**config.mk**
```make
export PLATFORM = sky130hd
export DESIGN_NAME = ortp_param_table
export DESIGN_NICKNAME = d
export VERILOG_FILES = /design/src/rtl/ortp_pkg.sv /design/src/rtl/ortp_param_table.sv /design/src/rtl/ortp_sr1_store.sv
export VERILOG_INCLUDE_DIRS = /design/src /design/src/rtl
export SDC_FILE = /design/constraint.sdc
export NUM_CORES = 1
export LEC_CHECK = 0
export BUFFER_PORTS_ARGS = -buffer_cell sky130_fd_sc_hd__buf_2
export CAP_MARGIN = 20
export CORE_MARGIN = 4
export CORE_UTILIZATION = 51
export CTS_BUF_LIST = sky130_fd_sc_hd__clkbuf_8
export DETAILED_ROUTE_END_ITERATION = 10
export PLACE_DENSITY = 0.87
export RECOVER_POWER = 25
export SLEW_MARGIN = 40
export SYNTH_ARGS = -nofsm -noshare
export SYNTH_HDL_FRONTEND = slang
export SYNTH_HIERARCHICAL = 1
export SYNTH_SLANG_ARGS = --single-unit
```
**constraint.sdc**
```tcl
create_clock -name clk -period 2.25 [get_ports clk]
set_input_delay 0.45 -clock clk [delete_from_list [all_inputs] [get_ports clk]]
set_output_delay 0.45 -clock clk [all_outputs]
set_load 0.05 [all_outputs]
```
**src/rtl/ortp_regs.svh**
```systemverilog
`ifndef ORTP_REGS_SVH
`define ORTP_REGS_SVH

// Register byte offsets
`define ORTP_OFF_PARAMS     8'h00
`define ORTP_OFF_STWEN      8'h04
`define ORTP_OFF_SR1_CTRL   8'h08
`define ORTP_OFF_SR1_STAT   8'h0c
`define ORTP_OFF_OPCODE     8'h10

// Parameter word field positions
`define ORTP_F118_OP_HI     31
`define ORTP_F118_OP_LO     24
`define ORTP_F118_MODE_HI   23
`define ORTP_F118_MODE_LO   21
`define ORTP_F118_DUMMY_HI  20
`define ORTP_F118_DUMMY_LO  16
`define ORTP_F188_OP_HI     15
`define ORTP_F188_OP_LO     8
`define ORTP_F188_MODE_HI   7
`define ORTP_F188_MODE_LO   5
`define ORTP_F188_DUMMY_HI  4
`define ORTP_F188_DUMMY_LO  0

// Status write-enable descriptor bits
`define ORTP_STW_NV_06      0
`define ORTP_STW_V_06       1
`define ORTP_STW_V_50       2
`define ORTP_STW_NVV        3
`define ORTP_STW_MIX        4
`define ORTP_STW_LOW_MASK   7'h1f

// Opcodes that enable status writes
`define ORTP_OP_WREN        8'h06
`define ORTP_OP_VWREN       8'h50

// Reset value of the status register
`define ORTP_SR1_RESET      8'h00

`endif

```
**src/rtl/ortp_pkg.sv**
```systemverilog
package ortp_pkg;
    typedef enum logic [1:0] {
        ORTP_WE_NONE,
        ORTP_WE_NV,
        ORTP_WE_VOL
    } ortp_we_t;

    typedef enum {
        ORTP_IDLE,
        ORTP_ACK
    } ortp_bus_t;
endpackage : ortp_pkg

```
**src/rtl/ortp_param_table.sv**
```systemverilog
// The placing of the registers and the Wishbone interface to the registers were decided locally.
`timescale 1ns/1ps
`include "ortp_regs.svh"

////////////////////////////////////////////////////////////////////////////////
module ortp_param_table
    import ortp_pkg::*;
#(
    parameter logic [7:0] OP_118 = 8'h8b,
    parameter logic [2:0] MODE_118 = 3'h0,
    parameter logic [4:0] DUMMY_118 = 5'h08,
    parameter logic [7:0] OP_188 = 8'hcb,
    parameter logic [2:0] MODE_188 = 3'h0,
    parameter logic [4:0] DUMMY_188 = 5'h10,
    parameter logic [6:0] STW_DESC = 7'h08,
    parameter logic [7:0] SR1_NV_RESET = 8'h00
) (
    input wire logic clk,
    input wire logic reset,
    input wire logic wb_cyc_i,
    input wire logic wb_stb_i,
    input wire logic wb_we_i,
    input wire logic [7:0] wb_adr_i,
    input wire logic [3:0] wb_sel_i,
    input wire logic [31:0] wb_dat_i,
    output logic [31:0] wb_dat_o,
    output logic wb_ack_o,
    output logic wb_err_o
);

    ////////////////////////////////////////////////////////////////////////////
    // Constant parameter word

    // Pack the word once; all fields are elaboration constants
    function automatic logic [31:0] pack_params(input logic [7:0] op8, input logic [2:0] m8,
                                               input logic [4:0] d8, input logic [7:0] op88,
                                               input logic [2:0] m88, input logic [4:0] d88);
        logic [31:0] w;
        w = '0;
        w[`ORTP_F118_OP_HI:`ORTP_F118_OP_LO] = op8;
        w[`ORTP_F118_MODE_HI:`ORTP_F118_MODE_LO] = m8;
        w[`ORTP_F118_DUMMY_HI:`ORTP_F118_DUMMY_LO] = d8;
        w[`ORTP_F188_OP_HI:`ORTP_F188_OP_LO] = op88;
        w[`ORTP_F188_MODE_HI:`ORTP_F188_MODE_LO] = m88;
        w[`ORTP_F188_DUMMY_HI:`ORTP_F188_DUMMY_LO] = d88;
        return w;
    endfunction : pack_params

    // Unwritable status register must show zeros in the low five bits
    function automatic logic [6:0] clean_desc(input logic [6:0] d);
        logic [6:0] r;
        r = d;
        if ((d & `ORTP_STW_LOW_MASK) == 7'h00) begin
            r = d & ~`ORTP_STW_LOW_MASK;
        end
        return r;
    endfunction : clean_desc

    localparam logic [31:0] PARAM_WORD = pack_params(OP_118, MODE_118, DUMMY_118,
                                                     OP_188, MODE_188, DUMMY_188);
    localparam logic [6:0] DESC = clean_desc(STW_DESC);
    localparam bit SR1_WRITABLE = (DESC & `ORTP_STW_LOW_MASK) != 7'h00;

    ////////////////////////////////////////////////////////////////////////////
    // Wishbone slave

    ortp_bus_t state_r;
    logic req;
    logic wr_stb;
    logic hit;
    logic [31:0] rdata_nxt;
    logic [7:0] opcode_r;
    logic wel_r;
    logic use_vol_r;
    logic [7:0] sr1_q;
    logic sr1_wr_nv;
    logic sr1_wr_vol;
    ortp_we_t armed;

    assign req = wb_cyc_i && wb_stb_i && (state_r == ORTP_IDLE);
    assign wr_stb = req && wb_we_i && wb_sel_i[0];

    always_comb begin
        hit = 1'b1;
        rdata_nxt = 32'h0000_0000;
        case (wb_adr_i)
            `ORTP_OFF_PARAMS: rdata_nxt = PARAM_WORD;
            `ORTP_OFF_STWEN: rdata_nxt = {25'h0000000, DESC};
            `ORTP_OFF_SR1_CTRL: rdata_nxt = {22'h000000, use_vol_r, wel_r, opcode_r};
            `ORTP_OFF_SR1_STAT: rdata_nxt = {24'h000000, sr1_q};
            `ORTP_OFF_OPCODE: rdata_nxt = {24'h000000, opcode_r};
            default: hit = 1'b0;
        endcase
    end

    always_ff @(posedge clk or posedge reset) begin
        if (reset) begin
            state_r <= ORTP_IDLE;
        end else begin
            case (state_r)
                ORTP_IDLE: if (wb_cyc_i && wb_stb_i) state_r <= ORTP_ACK;
                ORTP_ACK: state_r <= ORTP_IDLE;
                default: state_r <= ORTP_IDLE;
            endcase
        end
    end

    // Answer one cycle after the request; error on unmapped addresses
    always_ff @(posedge clk or posedge reset) begin
        if (reset) begin
            wb_ack_o <= 1'b0;
            wb_err_o <= 1'b0;
            wb_dat_o <= 32'h0000_0000;
        end else begin
            wb_ack_o <= req && hit;
            wb_err_o <= req && !hit;
            if (req && !wb_we_i) begin
                wb_dat_o <= rdata_nxt;
            end
        end
    end

    ////////////////////////////////////////////////////////////////////////////
    // Status register write enable

    // Which opcode arms which copy depends on the descriptor
    function automatic ortp_we_t decode_we(input logic [7:0] op, input logic [6:0] d);
        ortp_we_t r;
        r = ORTP_WE_NONE;
        if (op == `ORTP_OP_WREN && (d[`ORTP_STW_NV_06] || d[`ORTP_STW_NVV] || d[`ORTP_STW_MIX])) begin
            r = ORTP_WE_NV;
        end else if (op == `ORTP_OP_WREN && d[`ORTP_STW_V_06]) begin
            r = ORTP_WE_VOL;
        end else if (op == `ORTP_OP_VWREN && (d[`ORTP_STW_V_50] || d[`ORTP_STW_NVV])) begin
            r = ORTP_WE_VOL;
        end
        return r;
    endfunction : decode_we

    assign armed = decode_we(opcode_r, DESC);

    // Writes to the parameter word and descriptor decode to nothing
    always_ff @(posedge clk or posedge reset) begin
        if (reset) begin
            opcode_r <= 8'h00;
        end else if (wr_stb && wb_adr_i == `ORTP_OFF_OPCODE) begin
            opcode_r <= wb_dat_i[7:0];
        end
    end

    always_ff @(posedge clk or posedge reset) begin
        if (reset) begin
            wel_r <= 1'b0;
        end else if (wr_stb && wb_adr_i == `ORTP_OFF_OPCODE) begin
            wel_r <= SR1_WRITABLE && decode_we(wb_dat_i[7:0], DESC) != ORTP_WE_NONE;
        end else if (sr1_wr_nv || sr1_wr_vol) begin
            wel_r <= 1'b0;
        end
    end

    // Volatile override activated by 50h on a combined register
    always_ff @(posedge clk or posedge reset) begin
        if (reset) begin
            use_vol_r <= DESC[`ORTP_STW_V_06] || DESC[`ORTP_STW_V_50];
        end else if (wr_stb && wb_adr_i == `ORTP_OFF_OPCODE && wb_dat_i[7:0] == `ORTP_OP_VWREN &&
                     DESC[`ORTP_STW_NVV]) begin
            use_vol_r <= 1'b1;
        end
    end

    assign sr1_wr_nv = wr_stb && wb_adr_i == `ORTP_OFF_SR1_STAT && wel_r && armed == ORTP_WE_NV;
    assign sr1_wr_vol = wr_stb && wb_adr_i == `ORTP_OFF_SR1_STAT && wel_r && armed == ORTP_WE_VOL;

    ortp_sr1_store #(
        .WIDTH(8),
        .NV_RESET(SR1_NV_RESET)
    ) u_sr1 (
        .clk(clk),
        .reset(reset),
        .wr_nv(sr1_wr_nv),
        .wr_vol(sr1_wr_vol),
        .use_vol(use_vol_r),
        .wdata(wb_dat_i[7:0]),
        .rdata(sr1_q)
    );
endmodule : ortp_param_table

```
**src/rtl/ortp_sr1_store.sv**
```systemverilog
`timescale 1ns/1ps
// Small store for the status register: non-volatile copy and volatile overlay.
module ortp_sr1_store
    import ortp_pkg::*;
#(
    parameter int WIDTH = 8,
    parameter logic [7:0] NV_RESET = 8'h00
) (
    input wire logic clk,
    input wire logic reset,
    input wire logic wr_nv,
    input wire logic wr_vol,
    input wire logic use_vol,
    input wire logic [WIDTH-1:0] wdata,
    output logic [WIDTH-1:0] rdata
);
    logic [WIDTH-1:0] nv_r;
    logic [WIDTH-1:0] vol_r;

    // The non-volatile copy is not cleared by reset in a real part; here it
    // takes its power-up value so that simulation starts defined.
    always_ff @(posedge clk or posedge reset) begin
        if (reset) begin
            nv_r <= NV_RESET[WIDTH-1:0];
        end else if (wr_nv) begin
            nv_r <= wdata;
        end
    end

    always_ff @(posedge clk or posedge reset) begin
        if (reset) begin
            vol_r <= '0;
        end else if (wr_vol) begin
            vol_r <= wdata;
        end else if (!use_vol) begin
            vol_r <= nv_r;
        end
    end

    always_ff @(posedge clk or posedge reset) begin
        if (reset) begin
            rdata <= '0;
        end else begin
            rdata <= use_vol ? vol_r : nv_r;
        end
    end
endmodule : ortp_sr1_store

```
==> flow_summary.yaml <==
outcome:
  status: "finished, final reports clean"
critical_path:
  worstPathArrival_ns: 2.18
  endpoint_kind: "register"
  crit_path_max_incr_delay_ns: 0.54
  crit_type: "input port to register"
  slowest_stage: "or4_4"
  crit_path_start_kind: "input port"
  cp_data_required_time_ns: 2.44
  worstPathMaxFanout: 8
  crit_path_cell_trace: "buf_2 -> or4_4 -> nor4_4 -> nand3_1 -> nor2_1 -> buf_4 -> mux2_2"
layout:
  fin_util_pct: 58.3
  layout.nets: 273
  fin_cells: 276
  n_fill_cell: 378
  drive_above_1_share_pct: 40.2
  syn2layout_area_growth_pct: 11.1
  antennaDiodeCount: 0
logic_synthesis:
  synth_area_um2: 2270
  synth-async-reset-ratio_pct: 100
  ys_types: 37
  ys_top_cells_by_area: "dfrtp_1 53%, mux2_2 13%, buf_4 6.9%"
  avgSynthCellArea_um2: 12.1
  yosys.area.top_type: "dfrtp_1"
  ys_ff_latch: 48
  ys_seq_area_share_pct: 52.9
  synth_edf_count: 0
  ys_warn_count: 6
  synth_most_common_cell: "dfrtp_1"
  synth_top_area_share_pct: 52.9
  synth_cells: 187
  synth_ff_type: "dfrtp_1"
  synthTopCellsByCount: "48 x dfrtp_1, 26 x mux2_2, 21 x buf_4"
floorplan:
  dieArea_um2: 5580
  io_pins: 83
  core_area_um2: 4320
  start_util_pct: 52.5
  die_h_um: 74.7
  row_count: 24
  die_x_um: 74.7
routing:
  drt_iter0_drc: 97
  antenna_left: 0
  vias: 1424
  drc: 0
  via_per_inst: 5.16
  first_pass_iters: 4
  wl_um: 4140
  routedWlPerCell_um: 15.0
timing:
  finalMaxSlewViolations: 0
  hold_viol: 0
  final.period_utilization_pct: 88.7
  worstMarginPinSlew_ns: 1.28
  setup_violations: 0
  rsz0062_at_grt: "false"
  skew_ns: 0.00656
  max_freq_ghz: 0.501
  max_slew_margin_pct: 14.4
  period_needed_ns: 2.00
  tns_ns: 0
power:
  p_leak_nw: 1.30
  power_mw: 1.55
  powerDensity_nw_per_um2: 615
  ir_drop_mv: 0.346
grt:
  gr-usage-all-layers_pct: 16.3
  grt_pass1_vias: 1403
  gr-total-overflow: 0
  antenna_found_initial: 0
  grt_pass1_wl_um: 6690
  grt_max_degree: 25
clocking:
  cts_tree: "yes"
  cts_buffer_depth: 2
  cts_buffers: 5
  postCtsHoldBufs: 0
  worstSkewPairLatency_ns: 0.30
  cts.clk_slew.worst_paths_ns: 0.08
  root_buffer: "clkbuf_8"
  clkSinkCount: 48
  htreeDepth: 2
  cts_resized: 0
  post_cts_buffers: 0
placement:
  io_buffers: 41
  gp_congestion: 0.820
  place_hpwl_um: 3130
  dp_cells: 269
min_path:
  hold_path.class: "input port to register"
run:
  max_cap_viol_count: 0
==> state kept, by name, indices dropped and copies added, names as in the netlist <==
name and flops:
wb_err_o 1, opcode_r 8, u_sr1/rdata 8, state_r 1, wb_ack_o 1, u_sr1/vol_r 8, wb_dat_o 11, wel_r 1
u_sr1/nv_r 8, use_vol_r 1
==> worst paths after layout <==
| path | start | to | slack (ns) | depth (start not counted) |
|---|---|---|---|---|
| max in group asynchronous | reset | opcode_r[6] | 0.92 | 3 |
| setup / recovery | wb_adr_i[0] | u_sr1/nv_r[3] | 0.25 | 7 |
| hold reg to reg | wb_dat_o[9] | wb_dat_o[9] | 0.48 | 2 |
| hold / removal | wb_adr_i[1] | wb_ack_o | 0.37 | 2 |
| min in group asynchronous | reset | u_sr1/vol_r[1] | 0.56 | 3 |
| setup reg to reg | state_r[0] | u_sr1/nv_r[3] | 0.33 | 6 |
==> cell usage in the layout (no fill, tap or decap) <==
master | Yosys | layout
clkbuf_1 | 6 | 2
nor2b_1 | 2 | 2
nor2_1 | 7 | 7
nor4_4 | 1 | 1
nand2_1 | 16 | 16
or4_4 | 1 | 1
or4_1 | 1 | 1
a21oi_1 | 3 | 3
nor3b_1 | 2 | 2
nand3_1 | 1 | 1
mux2i_1 | 1 | 1
a2bb2oi_1 | 1 | 1
nor3_1 | 3 | 3
mux2_2 | 26 | 26
buf_2 | 2 | 41
nor4b_1 | 1 | 1
clkbuf_8 | 0 | 7
or2_2 | 1 | 1
o31ai_1 | 2 | 2
inv_1 | 4 | 4
dfrtp_1 | 48 | 48
nand3_4 | 1 | 1
xnor2_1 | 1 | 1
a41oi_1 | 1 | 1
conb_1 | 1 | 14
nor4_1 | 2 | 2
a22oi_1 | 5 | 5
nand3b_1 | 1 | 1
a31oi_1 | 1 | 1
buf_4 | 21 | 4
or4bb_1 | 2 | 2
o21a_1 | 2 | 2
o21ai_0 | 8 | 8
nand2b_1 | 1 | 1
mux2_4 | 8 | 8
and3b_1 | 1 | 1
o21bai_1 | 1 | 1
==> layer usage <==
layer  vias to the layer above  GRT usage (%)  wire length (um)  part of all wire, %
met5                         -              0                 0                    0
met4                         0           5.93                80                  1.9
met3                         8           5.61               335                  8.1
met2                        57           25.8              1890                   46
met1                       671           20.9              1840                   44
li1                        688              -                 -                    -
==> critical path, delay by kind of cell <==
family                 cells  cell delay [ns]
AND/OR/NAND/NOR            4             1.09
multiplexers               1             0.35
buffers and inverters      2             0.29
==> power breakdown <==
group	switching [mW]	total, mW	internal (mW)
sequential	0.00166	0.867	0.865
combinational	0.114	0.143	0.0292
clock	0.268	0.542	0.274
total	0.384	1.55	1.17
==> cells by family (layout without fill, tap and decap cells) <==
| logic type | Yosys count | in the layout | share of synthesized area (%) |
|---|---|---|---|
| XOR/XNOR | 1 | 1 | 0.386 |
| AO/OA/AOI/OAI | 24 | 24 | 6.78 |
| buffers and inverters | 34 | 58 | 9.53 |
| flip-flops | 48 | 48 | 52.9 |
| multiplexers | 35 | 35 | 18.6 |
| AND/OR/NAND/NOR | 44 | 44 | 11.6 |
| other | 1 | 14 | 0.165 |
==> final cells by class <==
class / count / area [um^2] / area share [%]
clock buffers: 7 / 96.3 / 3.82
flip-flops and latches: 48 / 1200 / 47.6
well taps: 52 / 65.1 / 2.58
repair buffers: 47 / 243 / 9.62
multi-input cells: 118 / 902 / 35.8
inverters: 4 / 15.0 / 0.595
==> metrics by stage <==
stage | cell area [um^2] | hold slack (ns) | setup WS, ns
finish | 2520 | 0.370 | 0.254
global route | 2520 | 0.368 | 0.142
CTS | 2530 | 0.189 | 0.263
detailed placement | 2430 | 0.464 | -0.0515
global placement | 2430 | 0.460 | -0.00876
floorplan | 2320 | 0.465 | 0.0598
No activity file was read; power rests on OpenSTA's default activity.
